<file path="src/include/lwp_pkg.sv">
// Constants and state types for the LED PWM intensity block.
// Assumes a single 40 MHz clock and a decoded byte-wide register port.
//
// Behaviour
// - Master nibble zero: every output static at its phase bit, no PWM.
// - Master nonzero, global off: each output uses its own 4-bit setting.
// - Setting n from 0 to 14 gives n+1 sixteenths active per gated slot.
// - Setting 15 is static: low for phase 0, high impedance for phase 1.
// - Master nonzero, global set: ninth nibble drives all outputs.
// - Phase 0: low for n+1 sixteenths, high for the rest.
// - Phase 1: low for 15-n sixteenths, high impedance for n+1.
// - Period of 240 steps: 15 slots of 16 cycles each.
// - Master nibble gates PWM to 1..15 slots; individual settings 0..14 act only there.
// - Ninth output nibble doubles as the global setting.
// - Phase bit 1 leaves pin released, 0 pulls low, during active time.
package lwp_pkg;
    localparam int NUM_PORT = 8;
    localparam int NUM_OUT = 9;
    localparam int REG_W = 8;
    localparam int NUM_REGS = 7;
    localparam int IDX_W = 3;
    localparam int DIV_W = 12;

    // Register offsets
    localparam logic [7:0] ADDR_PHASE = 8'h02;
    localparam logic [7:0] ADDR_MASTER = 8'h0e;
    localparam logic [7:0] ADDR_CFG = 8'h0f;
    localparam logic [7:0] ADDR_INT0 = 8'h10;
    localparam logic [7:0] ADDR_INT3 = 8'h13;

    // Storage indices
    localparam logic [2:0] IDX_PHASE = 3'h0;
    localparam logic [2:0] IDX_MASTER = 3'h1;
    localparam logic [2:0] IDX_CFG = 3'h2;
    localparam logic [2:0] IDX_INT0 = 3'h3;

    // Field positions
    localparam int MASTER_LSB = 4;
    localparam int NINTH_LSB = 0;
    localparam int CFG_NINTH_PHASE_BIT = 0;
    localparam int CFG_GLOBAL_BIT = 1;

    // Reset values
    localparam logic [7:0] RST_PHASE = 8'hff;
    localparam logic [7:0] RST_MASTER = 8'h00;
    localparam logic [7:0] RST_CFG = 8'h01;
    localparam logic [7:0] RST_INT = 8'hff;

    // Intensity encodings and period shape
    localparam logic [3:0] LEVEL_STATIC = 4'hf;
    localparam logic [3:0] CYC_LAST = 4'hf;
    localparam logic [3:0] SLOT_LAST = 4'he;

    // PWM step rate from the 32 kHz oscillator; longest step rounds down
    localparam int OSC_HZ = 32000;
    localparam int CLK_HZ = 40000000;
    localparam int STEP_CYC = CLK_HZ / OSC_HZ;

    typedef struct packed {
        logic [DIV_W-1:0] div;
        logic [3:0] cyc;
        logic [3:0] slot;
        logic [NUM_OUT-1:0] pull_low;
        logic pin_lvl;
        logic rvalid;
    } lwp_state_t;
endpackage

</file>
<file path="src/hw/lwp_regs.sv">
// Small register store for the PWM block: all words visible in parallel.
// Assumes the caller decodes addresses to indices and flags unmapped reads.
`timescale 1ns/1ps
module lwp_regs #(
    parameter int N = 7,
    parameter int W = 8,
    parameter int IW = 3,
    parameter logic [N*W-1:0] RESET = '0
) (
    // Clock and reset
    input wire logic clk_i,
    input wire logic rst_i,
    // Write side
    input wire logic wr_i,
    input wire logic [IW-1:0] widx_i,
    input wire logic [W-1:0] wdata_i,
    // Read side
    input wire logic rd_i,
    input wire logic rd_hit_i,
    input wire logic [IW-1:0] ridx_i,
    output logic [W-1:0] rdata_o,
    output logic [N*W-1:0] words_o
);
    typedef struct packed {
        logic [N-1:0][W-1:0] mem;
        logic [W-1:0] rdata;
    } lwp_mem_t;

    lwp_mem_t st;
    lwp_mem_t next_st;

    always_comb begin
        next_st = st;
        for (int i = 0; i < N; i++) begin
            if (wr_i && widx_i == IW'(i)) begin
                next_st.mem[i] = wdata_i;
            end
        end
        if (rd_i) begin
            // Unmapped offsets read as zero
            next_st.rdata = rd_hit_i ? st.mem[ridx_i] : '0;
        end
    end

    always_ff @(posedge clk_i) begin
        if (rst_i) begin
            st.mem <= RESET;
            st.rdata <= '0;
        end else begin
            st <= next_st;
        end
    end

    assign rdata_o = st.rdata;
    assign words_o = st.mem;
endmodule

</file>
<file path="src/hw/lwp_core.sv">
// PWM intensity engine for eight port outputs and the ninth output.
// Assumes the serial front end hands over decoded byte register accesses
// and that pins are open drain, resolved from the enables outside.
`timescale 1ns/1ps
module lwp_core
    import lwp_pkg::*;
#(
    parameter int STEP_DIV = lwp_pkg::STEP_CYC
) (
    // Clock and reset
    input wire logic mclk_i,
    input wire logic sys_rst_i,
    // Register port
    input wire logic [7:0] reg_addr_i,
    input wire logic [lwp_pkg::REG_W-1:0] reg_wdata_i,
    input wire logic reg_wr_i,
    input wire logic reg_rd_i,
    output logic [lwp_pkg::REG_W-1:0] reg_rdata_o,
    output logic reg_rvalid_o,
    // Open-drain pins, enable high pulls low
    output logic [lwp_pkg::NUM_PORT-1:0] port_outputs_o,
    output logic [lwp_pkg::NUM_PORT-1:0] port_outputs_oe_o,
    output logic ninth_output_o,
    output logic ninth_output_oe_o
);
    import lwp_pkg::*;

    localparam logic [DIV_W-1:0] DIV_LAST = DIV_W'(STEP_DIV - 1);
    localparam logic [NUM_REGS*REG_W-1:0] REG_RESET =
        {RST_INT, RST_INT, RST_INT, RST_INT, RST_CFG, RST_MASTER, RST_PHASE};

    lwp_state_t st;
    lwp_state_t next_st;

    logic [NUM_REGS*REG_W-1:0] words;
    logic hit;
    logic [IDX_W-1:0] idx;
    logic [REG_W-1:0] phase_reg;
    logic [REG_W-1:0] master_reg;
    logic [REG_W-1:0] cfg_reg;
    logic [3:0] master_lvl;
    logic [3:0] ninth_lvl;
    logic global_sel;
    logic [NUM_OUT-1:0] phase;
    logic [NUM_OUT-1:0][3:0] own_lvl;
    logic step;

    // Address decode to storage index
    always_comb begin
        hit = 1'b1;
        idx = '0;
        if (reg_addr_i == ADDR_PHASE) begin
            idx = IDX_PHASE;
        end else if (reg_addr_i == ADDR_MASTER) begin
            idx = IDX_MASTER;
        end else if (reg_addr_i == ADDR_CFG) begin
            idx = IDX_CFG;
        end else if (reg_addr_i >= ADDR_INT0 && reg_addr_i <= ADDR_INT3) begin
            idx = IDX_INT0 + IDX_W'(reg_addr_i - ADDR_INT0);
        end else begin
            hit = 1'b0;
        end
    end

    lwp_regs #(
        .N(NUM_REGS),
        .W(REG_W),
        .IW(IDX_W),
        .RESET(REG_RESET)
    ) u_regs (
        .clk_i(mclk_i),
        .rst_i(sys_rst_i),
        .wr_i(reg_wr_i && hit),
        .widx_i(idx),
        .wdata_i(reg_wdata_i),
        .rd_i(reg_rd_i),
        .rd_hit_i(hit),
        .ridx_i(idx),
        .rdata_o(reg_rdata_o),
        .words_o(words)
    );

    assign phase_reg = words[IDX_PHASE*REG_W +: REG_W];
    assign master_reg = words[IDX_MASTER*REG_W +: REG_W];
    assign cfg_reg = words[IDX_CFG*REG_W +: REG_W];
    assign master_lvl = master_reg[MASTER_LSB +: 4];
    assign ninth_lvl = master_reg[NINTH_LSB +: 4];
    assign global_sel = cfg_reg[CFG_GLOBAL_BIT];
    assign phase = {cfg_reg[CFG_NINTH_PHASE_BIT], phase_reg};
    assign step = (st.div == DIV_LAST);

    // Two ports share each intensity byte, low nibble first
    always_comb begin
        for (int i = 0; i < NUM_OUT; i++) begin
            own_lvl[i] = ninth_lvl;
        end
        for (int i = 0; i < NUM_PORT; i++) begin
            own_lvl[i] = words[(IDX_INT0 + i / 2) * REG_W + (i % 2) * 4 +: 4];
        end
    end

    always_comb begin
        logic [3:0] lvl;
        logic gated;
        lvl = '0;
        gated = 1'b0;
        next_st = st;
        next_st.rvalid = reg_rd_i;
        // Step counter models the oscillator tick
        if (step) begin
            next_st.div = '0;
            if (st.cyc == CYC_LAST) begin
                next_st.cyc = '0;
                next_st.slot = (st.slot == SLOT_LAST) ? 4'h0 : st.slot + 4'h1;
            end else begin
                next_st.cyc = st.cyc + 4'h1;
            end
        end else begin
            next_st.div = st.div + DIV_W'(1);
        end
        // Slots below the master count carry PWM
        gated = (st.slot < master_lvl);
        for (int i = 0; i < NUM_OUT; i++) begin
            lvl = global_sel ? ninth_lvl : own_lvl[i];
            if (master_lvl == 4'h0 || lvl == LEVEL_STATIC) begin
                next_st.pull_low[i] = ~phase[i];
            end else if (gated && st.cyc <= lvl) begin
                // Active time from first cycle of the slot
                next_st.pull_low[i] = ~phase[i];
            end else begin
                next_st.pull_low[i] = phase[i];
            end
        end
    end

    always_ff @(posedge mclk_i) begin
        if (sys_rst_i) begin
            st <= '0;
        end else begin
            st <= next_st;
        end
    end

    assign reg_rvalid_o = st.rvalid;
    assign port_outputs_o = {NUM_PORT{st.pin_lvl}};
    assign port_outputs_oe_o = st.pull_low[NUM_PORT-1:0];
    assign ninth_output_o = st.pin_lvl;
    assign ninth_output_oe_o = st.pull_low[NUM_OUT-1];

    // Checks
    property p_master_static;
        @(posedge mclk_i) disable iff (sys_rst_i)
        (master_lvl == 4'h0) |=> (port_outputs_oe_o == ~$past(phase_reg));
    endproperty
    a_master_static: assert property (p_master_static)
        else $error("master zero did not give static outputs");

    property p_own_static;
        @(posedge mclk_i) disable iff (sys_rst_i)
        (master_lvl != 4'h0 && !global_sel && own_lvl[0] == LEVEL_STATIC)
        |=> (port_outputs_oe_o[0] == !$past(phase_reg[0]));
    endproperty
    a_own_static: assert property (p_own_static)
        else $error("setting 15 did not give static output");

    property p_own_active;
        @(posedge mclk_i) disable iff (sys_rst_i)
        (master_lvl != 4'h0 && !global_sel && own_lvl[1] != LEVEL_STATIC &&
         st.slot < master_lvl && st.cyc <= own_lvl[1])
        |=> (port_outputs_oe_o[1] == !$past(phase_reg[1]));
    endproperty
    a_own_active: assert property (p_own_active)
        else $error("individual active time wrong");

    property p_phase0_idle_high;
        @(posedge mclk_i) disable iff (sys_rst_i)
        (master_lvl != 4'h0 && !global_sel && !phase_reg[0] &&
         own_lvl[0] != LEVEL_STATIC && st.cyc > own_lvl[0])
        |=> !port_outputs_oe_o[0];
    endproperty
    a_phase0_idle_high: assert property (p_phase0_idle_high)
        else $error("phase 0 output low outside active time");

    property p_phase1_idle_low;
        @(posedge mclk_i) disable iff (sys_rst_i)
        (master_lvl != 4'h0 && !global_sel && phase_reg[2] &&
         own_lvl[2] != LEVEL_STATIC && st.cyc > own_lvl[2])
        |=> port_outputs_oe_o[2];
    endproperty
    a_phase1_idle_low: assert property (p_phase1_idle_low)
        else $error("phase 1 output not low outside active time");

    property p_gate_off;
        @(posedge mclk_i) disable iff (sys_rst_i)
        (master_lvl != 4'h0 && !global_sel && st.slot >= master_lvl &&
         own_lvl[3] != LEVEL_STATIC)
        |=> (port_outputs_oe_o[3] == $past(phase_reg[3]));
    endproperty
    a_gate_off: assert property (p_gate_off)
        else $error("PWM active outside gated slots");

    property p_global;
        @(posedge mclk_i) disable iff (sys_rst_i)
        (master_lvl != 4'h0 && global_sel && ninth_lvl != LEVEL_STATIC &&
         st.slot < master_lvl && st.cyc <= ninth_lvl)
        |=> (port_outputs_oe_o == ~$past(phase_reg));
    endproperty
    a_global: assert property (p_global)
        else $error("global setting not applied to ports");

    property p_ninth_global;
        @(posedge mclk_i) disable iff (sys_rst_i)
        (master_lvl != 4'h0 && ninth_lvl == LEVEL_STATIC)
        |=> (ninth_output_oe_o == !$past(cfg_reg[CFG_NINTH_PHASE_BIT]));
    endproperty
    a_ninth_global: assert property (p_ninth_global)
        else $error("ninth nibble not static at 15");

    property p_wrap;
        @(posedge mclk_i) disable iff (sys_rst_i)
        (step && st.cyc == CYC_LAST && st.slot == SLOT_LAST)
        |=> (st.cyc == 4'h0 && st.slot == 4'h0);
    endproperty
    a_wrap: assert property (p_wrap)
        else $error("period did not wrap after 240 steps");

    property p_step_only;
        @(posedge mclk_i) disable iff (sys_rst_i)
        $changed(port_outputs_oe_o) |->
            ($past(step, 2) || $past(reg_wr_i, 2) || $past(sys_rst_i, 2));
    endproperty
    a_step_only: assert property (p_step_only)
        else $error("output changed between oscillator steps");
endmodule

</file>
<file path="config.mk">
export PLATFORM = sky130hd
export DESIGN_NAME = lwp_core
export DESIGN_NICKNAME = d
export VERILOG_FILES = /design/src/include/lwp_pkg.sv /design/src/hw/lwp_regs.sv /design/src/hw/lwp_core.sv
export SDC_FILE = /design/constraint.sdc
export NUM_CORES = 1
export LEC_CHECK = 0
export BUFFER_PORTS_ARGS = -buffer_cell sky130_fd_sc_hd__buf_2
export CAP_MARGIN = 20
export CORE_MARGIN = 2
export CORE_UTILIZATION = 35
export DETAILED_ROUTE_END_ITERATION = 8
export SYNTH_ARGS = -nofsm -noshare
export SYNTH_HDL_FRONTEND = slang
export SYNTH_SLANG_ARGS = --single-unit
</file>
<file path="constraint.sdc">
create_clock -name mclk_i -period 3.3 [get_ports mclk_i]
set_clock_uncertainty 0.2 [all_clocks]
set_input_delay 0.165 -clock mclk_i [delete_from_list [all_inputs] [get_ports mclk_i]]
set_output_delay 0.165 -clock mclk_i [all_outputs]
set_load 0.01 [all_outputs]
</file>
Yosys cells after proc, flatten, opt, wreduce, memory -nomap -nowiden
Cells that the tools add are included.
W data, S select, Z words.
{"block": "totals", "word_cells": 131, "out_inout_bits": 27, "ff_bits": 94, "input_bits": 20}
{"block": "op_classes", "n_bitwise": 9, "n_lt_le_gt_ge": 13, "addsub": 5, "reduce_logical": 31, "eq_ne": 21, "n_mux": 39}
{"operator": "$eq A4 B4 Y1 const B", "n": 11}
{"operator": "$mux W4", "n": 10}
{"operator": "$le A4 B4 Y1", "n": 9}
{"operator": "$bmux W8 S3", "n": 1}
{"operator": "$mux W1", "n": 22}
{"operator": "$logic_and A1 B1 Y1", "n": 18}
{"operator": "$eq A8 B4 Y1 const B", "n": 2}
{"operator": "$mux W8", "n": 2}
{"operator": "$add A12 B1 Y12 const B", "n": 1}
{"operator": "$eq A12 B11 Y1 const B", "n": 1}
{"operator": "$mux W3", "n": 4}
{"operator": "$eq A3 B3 Y1 const B", "n": 3}
{"operator": "$logic_or A1 B1 Y1", "n": 9}
{"operator": "$not A1 Y1", "n": 9}
{"operator": "$add A4 B1 Y4 const B", "n": 2}
{"operator": "$eq A8 B2 Y1 const B", "n": 1}
{"operator": "$ge A8 B5 Y1 const B", "n": 1}
{"operator": "$le A8 B5 Y1 const B", "n": 1}
{"operator": "$eq A3 B2 Y1 const B", "n": 2}
{"operator": "$logic_not A4 Y1", "n": 1}
{"operator": "$lt A3 B4 Y1 const B", "n": 1}
{"operator": "$lt A4 B4 Y1", "n": 1}
{"operator": "$add A2 B3 Y3 const A", "n": 1}
{"operator": "$eq A3 B1 Y1 const B", "n": 1}
{"operator": "other kinds (4)", "n": 4}

Depth between registers and ports, before layout
Gate-level depths: netlist (run 1).
{"block": "depth", "word_depth": 9, "mapped_depth": 12, "ltp_nobuf": 10}

Hierarchy
From an unflattened synthesis (run 1), not the netlist that was laid out.
{"block": "hier_totals", "cells_unflattened": 658, "area_unflattened_um2": 5939.4}
{"module": "lwp_core", "n_inst": 1, "area_per_inst_um2": 3081.7, "seq_area_each_um2": 600.6, "cells_per_inst": 380}
{"module": "lwp_regs", "n_inst": 1, "area_per_inst_um2": 2857.7, "seq_area_each_um2": 1281.2, "cells_per_inst": 278}

Least setup slack after synthesis (run 1)
OpenSTA, ideal clock, no wires.
{"block": "synth_timing", "path_kind": "input to register", "start": "input reg_addr_i[6]", "end": "register u_regs.st, in the netlist u_regs.words_o[46]", "n_path_buf": 4, "arrival_time_ns": 2.270, "path_stages": 10, "required_ns": 2.980, "setup_ns": 0.120, "slack_ns": 0.710, "path_cell_list": "or3_1 buf_2 or4_4 buf_6 and2_4 buf_6 nor3_4 buf_6 nor2b_1 a211o_1"}
{"block": "synth_between", "elab_chain_cells": 8, "word_cells_on_any_way": 17, "classes_between": "order compare (2); eq/ne (4); mux (8); reduce/logical (3)"}
{"element": "start: declaration", "line": "lwp_core.sv:14", "source": "input wire logic [7:0] reg_addr_i,"}
{"element": "$ge A8 B5 Y1 / $le A8 B5 Y1 (equally long branches)", "line": "lwp_core.sv:58", "source": "end else if (reg_addr_i >= ADDR_INT0 && reg_addr_i <= ADDR_INT3) begin"}
{"element": "$logic_and A1 B1 Y1", "line": "lwp_core.sv:58"}
{"element": "$mux W3 / $mux W1 (equally long branches)", "line": "lwp_core.sv:58"}
{"element": "$mux W3 / $mux W1 (equally long branches)", "line": "lwp_core.sv:56", "source": "end else if (reg_addr_i == ADDR_CFG) begin"}
{"element": "$mux W3 / $mux W1 (equally long branches)", "line": "lwp_core.sv:54", "source": "end else if (reg_addr_i == ADDR_MASTER) begin"}
{"element": "$mux W3 / $mux W1 (equally long branches)", "line": "lwp_core.sv:52", "source": "if (reg_addr_i == ADDR_PHASE) begin"}
{"element": "$eq A3 B3 Y1 / $logic_and A1 B1 Y1 (equally long branches)", "line": "lwp_regs.sv:35, lwp_core.sv:73"}
{"element": "$logic_and A1 B1 Y1 *", "line": "lwp_regs.sv:35", "source": "if (wr_i && widx_i == IW'(i)) begin"}
{"element": "end signal: assignment", "line": "lwp_regs.sv:50", "source": "st <= next_st;"}
{"element": "end: declaration", "line": "lwp_regs.sv:29", "source": "lwp_mem_t st;"}
Mark *: on every way between the ends. The rest lies on a longest branch, timed or not.
A chain may end at the register's enable or synchronous reset.

Worst setup path after layout (run 1)
{"block": "layout_timing", "start": "input reg_addr_i[6]", "end": "register u_regs.st, in the netlist u_regs.words_o[38]"}
The elaborated chain is that of the path after synthesis.

==> results.json, run 1 <==
{
  "die_h_um": 131,
  "drt_first_iter_violations": 292,
  "min_period_ps": 2570,
  "fmax_mhz": 390,
  "async_reset_ff_frac": 0,
  "worstMarginPinSlew_ps": 1070,
  "r2r_setup_slack_ps": 820,
  "grt_pass1_vias": 4499,
  "startpoint_type": "primary input",
  "yosys_warnings": 0,
  "h-tree-depth": 3,
  "worstPathRequired_ps": 3340,
  "synthesis.area_um2": 5610,
  "endpoint_kind": "flop",
  "synth-main-ff-cell": "dfxtp_1",
  "gp_congestion": 0.906,
  "overflow": 0,
  "num-nets-final": 762,
  "pin_count": 47,
  "synthCells": 664,
  "ant_nets": 0,
  "cts.clk_slew.worst_paths_ps": 70,
  "cts_setup_buffers": 0,
  "final_hold_viol_count": 0,
  "cts-root-buf": "clkbuf_16",
  "die_x_um": 131,
  "grt_antenna_before_repair": 0,
  "final_core_util": 0.402,
  "area_growth_pct": 12.9,
  "worstSkewPairLatency_ps": 350,
  "coreArea_um2": 15800,
  "place.detailed.hpwl_um": 11500,
  "worst_slack_ps": 733,
  "drc": 0,
  "min_path_type": "primary input to flop",
  "r2r_end": "port_outputs_oe_o[5]",
  "wl_um": 15300,
  "yosysSeqAreaShare": 0.335,
  "portBuffers": 37,
  "setup-violations-final": 0,
  "slowest_stage": "nor3_2",
  "wl_per_cell_um": 16.7,
  "grt_first_pass_wirelength_um": 24400,
  "power_density_nw_per_um2": 362,
  "ir_worst_vdd_uv": 242,
  "pre_cts_slack_ps": 402,
  "path_class": "primary input to flop",
  "r2r_cells": 8,
  "vias_per_cell": 5.26,
  "p_leak_nw": 2.77,
  "grt_max_degree": 36,
  "antenna_cells": 0,
  "syn_area_per_cell_um2": 8.45,
  "firstDrtPassIters": 5,
  "cts_max_path_buffers": 2,
  "final.period_utilization": 0.778,
  "max-cap-violations": 0,
  "reg2reg_from": "u_regs.words_o[17]",
  "crit_start": "reg_addr_i[6]",
  "cp.arrival_ps": 2610,
  "vias": 4827,
  "cp_max_fo": 16,
  "path_cells": "buf_2, nor4_1, nand3_1, o21a_1, nor3_2, nor2b_1, a211o_1",
  "drive_above_1_share": 0.123,
  "slowest_delay_ps": 910,
  "numCtsBuffers": 9,
  "num_rows": 46,
  "die_area_um2": 17100,
  "status": "complete, no violations",
  "clock_sinks": 94,
  "slew_headroom": 0.282,
  "track_usage": 0.187,
  "report.final.slew_viol_count": 0,
  "ys_types": 53,
  "synth_edf_count": 0,
  "cts_tree": "done",
  "ys_ff_latch": 94,
  "endpoint": "u_regs.words_o[38]",
  "power.total_mw": 2.30,
  "rsz0062_at_grt": "false",
  "fin_setup_tns_ps": 0,
  "initial_utilization": 0.356
}
## cell families after synthesis
kind of cell / after synthesis / share of synthesized area
mux: 37 / 0.0678
xor+xnor: 14 / 0.0219
compound gates: 171 / 0.200
simple gates: 215 / 0.199
flops: 94 / 0.335
other cells: 1 / 0.000668
fa+ha+maj: 45 / 0.100
buf+inv: 87 / 0.0756
## cell usage in the layout, fill, tap and decap left out, types with 4 or more instances in the layout
cell type / count
clkbuf_16: 9
conb_1: 9
a311oi_1: 6
nand2_1: 33
nor3_1: 13
xor2_1: 7
xnor2_1: 7
mux2i_1: 29
mux2_2: 8
a21oi_1: 72
o31a_1: 7
a211o_1: 40
nor4b_1: 5
o21ai_0: 23
nand4_1: 12
or3_1: 4
and2_1: 5
nor2_1: 68
dfxtp_1: 94
buf_4: 17
nor2b_1: 30
nor4_1: 13
a21o_1: 6
ha_1: 45
o21a_1: 4
buf_2: 37
nand3_1: 13
dlygate4sd3_1: 9
inv_1: 37
## timing repair
item                                   CTS  global route
endpoints found under the hold margin   35             0
gates resized for setup                  0             0
hold buffers                             9             0
## how the worst min path moves through the flow
stage	startpoint	to	slack, ps	cells after the start
2_1_floorplan	reg_wdata_i[0]	u_regs.words_o[32]	80	1
3_3_place_gp	st[19]	st[19]	260	1
3_5_place_dp	st[19]	st[19]	270	1
4_1_cts	sys_rst_i	st[16]	130	2
5_1_grt	sys_rst_i	st[16]	160	2
6_report	sys_rst_i	st[16]	130	2
## power by group
part / internal, mW / switching (mW) / total (mW)
logic: 0.0385 / 0.0738 / 0.112
registers: 1.14 / 0.00637 / 1.15
clock network: 0.585 / 0.453 / 1.04
## final cells by class
class	count	area [µm²]
Tap cell	216	270
Clock inverter	6	62.6
Clock buffer	10	229
Fill cell	1675	9430
Timing Repair Buffer	63	403
Multi-Input combinational cell	491	3350
Sequential cell	94	1880
Inverter	38	143
## metrics by stage
step / instance area, µm² / hold WS (ps) / instances
floorplan: 5640 / 82.8 / 672
global placement: 5960 / 262 / 893
detailed placement: 5960 / 268 / 893
CTS: 6340 / 129 / 918
global route: 6340 / 164 / 918
finish: 6340 / 134 / 918
## metal layers
layer / vias up / track usage / part of all wire
li1: 2433 / - / -
met1: 2259 / 0.242 / 0.46
met2: 101 / 0.302 / 0.47
met3: 34 / 0.0432 / 0.045
met4: 0 / 0.0763 / 0.033
met5: - / 0 / 0
## state kept, by name, indices dropped and copies added, names as in the netlist
name / cells
reg_rvalid_o: 1
st: 20
u_regs.rdata_o: 8
port_outputs_oe_o: 8
u_regs.words_o: 56
ninth_output_oe_o: 1
## worst max-delay path: cells and delay by family
family	cells	cell delay [ps]
simple gates	4	1740
compound gates	2	600
buf+inv	1	100
## Yosys cell counts, types with 3 or more instances
| cell type | number | area, µm² |
|---|---|---|
| buf_4 | 19 | 143 |
| inv_1 | 37 | 139 |
| nor3_1 | 13 | 65.1 |
| dfxtp_1 | 94 | 1880 |
| mux2i_1 | 29 | 290 |
| buf_1 | 3 | 11.3 |
| mux2_2 | 8 | 90.1 |
| buf_6 | 3 | 33.8 |
| nand4_1 | 12 | 75.1 |
| buf_2 | 3 | 15.0 |
| nor2_1 | 68 | 255 |
| o21a_1 | 4 | 30.0 |
| o21ai_0 | 23 | 115 |
| or3_1 | 4 | 25.0 |
| a21o_1 | 6 | 45.0 |
| a211o_1 | 40 | 350 |
| nor4b_1 | 5 | 43.8 |
| nand2_1 | 33 | 124 |
| a311oi_1 | 6 | 52.6 |
| xor2_1 | 7 | 61.3 |
| a21oi_1 | 72 | 360 |
| nor2b_1 | 30 | 188 |
| and3_1 | 3 | 18.8 |
| clkbuf_1 | 21 | 78.8 |
| nand3_1 | 13 | 65.1 |
| and2_1 | 5 | 31.3 |
| xnor2_1 | 7 | 61.3 |
| o31a_1 | 7 | 61.3 |
| nor4_1 | 15 | 93.8 |
| ha_1 | 45 | 563 |
Note: power is estimated with default switching activity, not from simulation.
==> run 2: changes to the inputs <==
==> constraint.sdc (replaced) <==
create_clock -name mclk_i -period 2.6 [get_ports mclk_i]
set_clock_uncertainty 0.2 [all_clocks]
set_input_delay 0.13 -clock mclk_i [delete_from_list [all_inputs] [get_ports mclk_i]]
set_output_delay 0.13 -clock mclk_i [all_outputs]
set_load 0.01 [all_outputs]
==> run 2 against run 1 <==
Net effect:
- critical endpoint is now port_outputs_oe_o[1]
- cell area up 2.2%
- utilization up 0.88 points
- clock power is 25% higher
- flip-flop and latch count unchanged
- largest power group unchanged
- sequential power increased by 27%
- register-to-register slack worse by 630 ps
- first-iteration DRC count grew 33%
==> results.json, run 2 (same netlist as run 1, synthesis figures left out) <==
{
  "final_hold_viol_count": 0,
  "min_period_ps": 2410,
  "hold_path_depth": 4,
  "numCtsBuffers": 9,
  "path_cells": "inv_2, buf_4, a21oi_1, inv_1, ha_1, inv_1, a21oi_1, o21ai_0, a21oi_1, o31a_1, nor3_1",
  "die_x_um": 131,
  "hold_slack_ps": 155,
  "setup-violations-final": 0,
  "wl_per_cell_um": 16.7,
  "report.final.slew_viol_count": 0,
  "largest_reg_flops": 56,
  "cts-root-buf": "clkbuf_16",
  "min_from": "reg_wr_i",
  "drc": 0,
  "cp.arrival_ps": 2460,
  "wl_um": 15600,
  "most-common-layout-cells": "93 x dfxtp_1, 72 x a21oi_1, 68 x nor2_1, 45 x ha_1, 40 x a211o_1",
  "startpoint_type": "flop",
  "drive_above_1_share": 0.143,
  "cts_tree": "done",
  "worstMarginPinSlew_ps": 546,
  "layout_commonest_cell": "dfxtp_1",
  "r2r_cells": 11,
  "ir_worst_vdd_uv": 364,
  "net-switching-power_uw": 666,
  "worst_slack_ps": 190,
  "max-cap-violations": 0,
  "path_class": "flop to flop",
  "antenna_cells": 0,
  "cp_max_fo": 25,
  "initial_utilization": 0.356,
  "drt_first_iter_violations": 389,
  "cell_internal_pwr_mw": 2.24,
  "die_area_um2": 17100,
  "grt_antenna_before_repair": 0,
  "slowest_delay_ps": 440,
  "p_comb_frac": 0.051,
  "path_delay_family": "compound AO/OA/AOI/OAI gates",
  "slew_headroom": 0.627,
  "pwr-share-seq": 0.500,
  "power.total_mw": 2.91,
  "endpoint_kind": "flop",
  "pre_cts_slack_ps": -78.0,
  "rsz0062_at_grt": "false",
  "overflow": 0,
  "gp_congestion": 0.901,
  "slowest_stage": "dfxtp_2",
  "reg2reg_from": "u_regs.words_o[17]",
  "power_density_nw_per_um2": 449,
  "fmax_mhz": 415,
  "firstDrtPassIters": 5,
  "status": "complete, no violations",
  "vias": 4984,
  "swShare": 0.229,
  "pin_count": 47,
  "min_path_type": "primary input to flop",
  "worstSkewPairLatency_ps": 350,
  "h-tree-depth": 3,
  "place.detailed.hpwl_um": 11800,
  "vias_per_cell": 5.32,
  "ant_nets": 0,
  "grt_max_degree": 38,
  "track_usage": 0.187,
  "path_buf_inv": 4,
  "p_leak_nw": 2.86,
  "worst-path-stages": 11,
  "crit_top_cell": "a21oi_1",
  "cts.clk_slew.worst_paths_ps": 60,
  "portBuffers": 37,
  "pwr-share-clk": 0.448,
  "r2r_setup_slack_ps": 190,
  "r2r_end": "port_outputs_oe_o[1]",
  "clock_sinks": 94,
  "worstPathRequired_ps": 2650,
  "num_rows": 46,
  "coreArea_um2": 15800,
  "die_h_um": 131,
  "grt_first_pass_wirelength_um": 24200,
  "min_to": "u_regs.words_o[16]",
  "area_growth_pct": 15.4,
  "grt_pass1_vias": 4522,
  "num-nets-final": 781,
  "cts_max_path_buffers": 2,
  "final.period_utilization": 0.927
}
==> run 2: cell count changes in the layout (fill, tap and decap cells not counted), sizes merged <==
cell,previous run,this run
buf,54,72
clkinvlp,3,1
dlygate4sd3,9,10
clkbuf,10,12
==> run 2: per-stage QoR <==
step | instances | cell area, µm² | util | TNS, ps
finish | 937 | 6480 | 0.411 | 0
global route | 937 | 6480 | 0.411 | 0
CTS | 937 | 6470 | 0.411 | 0
detailed placement | 911 | 6090 | 0.386 | -525
global placement | 911 | 6090 | 0.386 | -210
floorplan | 672 | 5640 | - | 0
==> run 2: tightest hold or removal path: stages <==
cell	delay (ps)
buf_2	140
nand4_1	120
buf_4	180
a21oi_1	70
==> run 2: per-layer routing <==
metal / part of all wire / track usage / wire (µm)
met1: 0.45 / 0.248 / 7110
met5: 0 / 0 / 0
met3: 0.053 / 0.0342 / 829
met2: 0.45 / 0.293 / 7050
met4: 0.041 / 0.0939 / 640
==> run 2: worst max-delay path by stage <==
stage	startpoint	endpoint	slack [ps]
floorplan	reg_addr_i[6]	u_regs.words_o[46]	50
global placement	reg_addr_i[6]	u_regs.words_o[10]	-30
detailed placement	reg_addr_i[6]	u_regs.words_o[8]	-80
CTS	u_regs.words_o[17]	port_outputs_oe_o[1]	90
global route	u_regs.words_o[17]	port_outputs_oe_o[1]	20
finish	u_regs.words_o[17]	port_outputs_oe_o[1]	190
==> run 2: power groups by stage <==
stage / Combinational (mW) / Clock (mW) / Sequential (mW)
2_1_floorplan: 0.0881 / 0 / 1.49
3_3_place_gp: 0.137 / 0 / 1.49
3_5_place_dp: 0.135 / 0 / 1.49
4_1_cts: 0.148 / 1.34 / 1.46
5_1_grt: 0.164 / 1.38 / 1.46
6_report: 0.149 / 1.30 / 1.46
==> run 2: final cells by class <==
cell class	instances	area (µm²)
clock buffer	12	236
sequential	94	1880
fill	1638	9290
inverter	38	143
timing repair buffer	82	548
clock inverter	4	47.5
tap	216	270
multi-input combinational	491	3350
==> run 2: timing repair <==
action | 4_1_cts | 5_1_grt
endpoints found under the hold margin | 48 | 0
buffers inserted | 0 | 0
setup endpoints to repair | 0 | 4
hold buffers | 10 | 0
resized for setup | 0 | 1
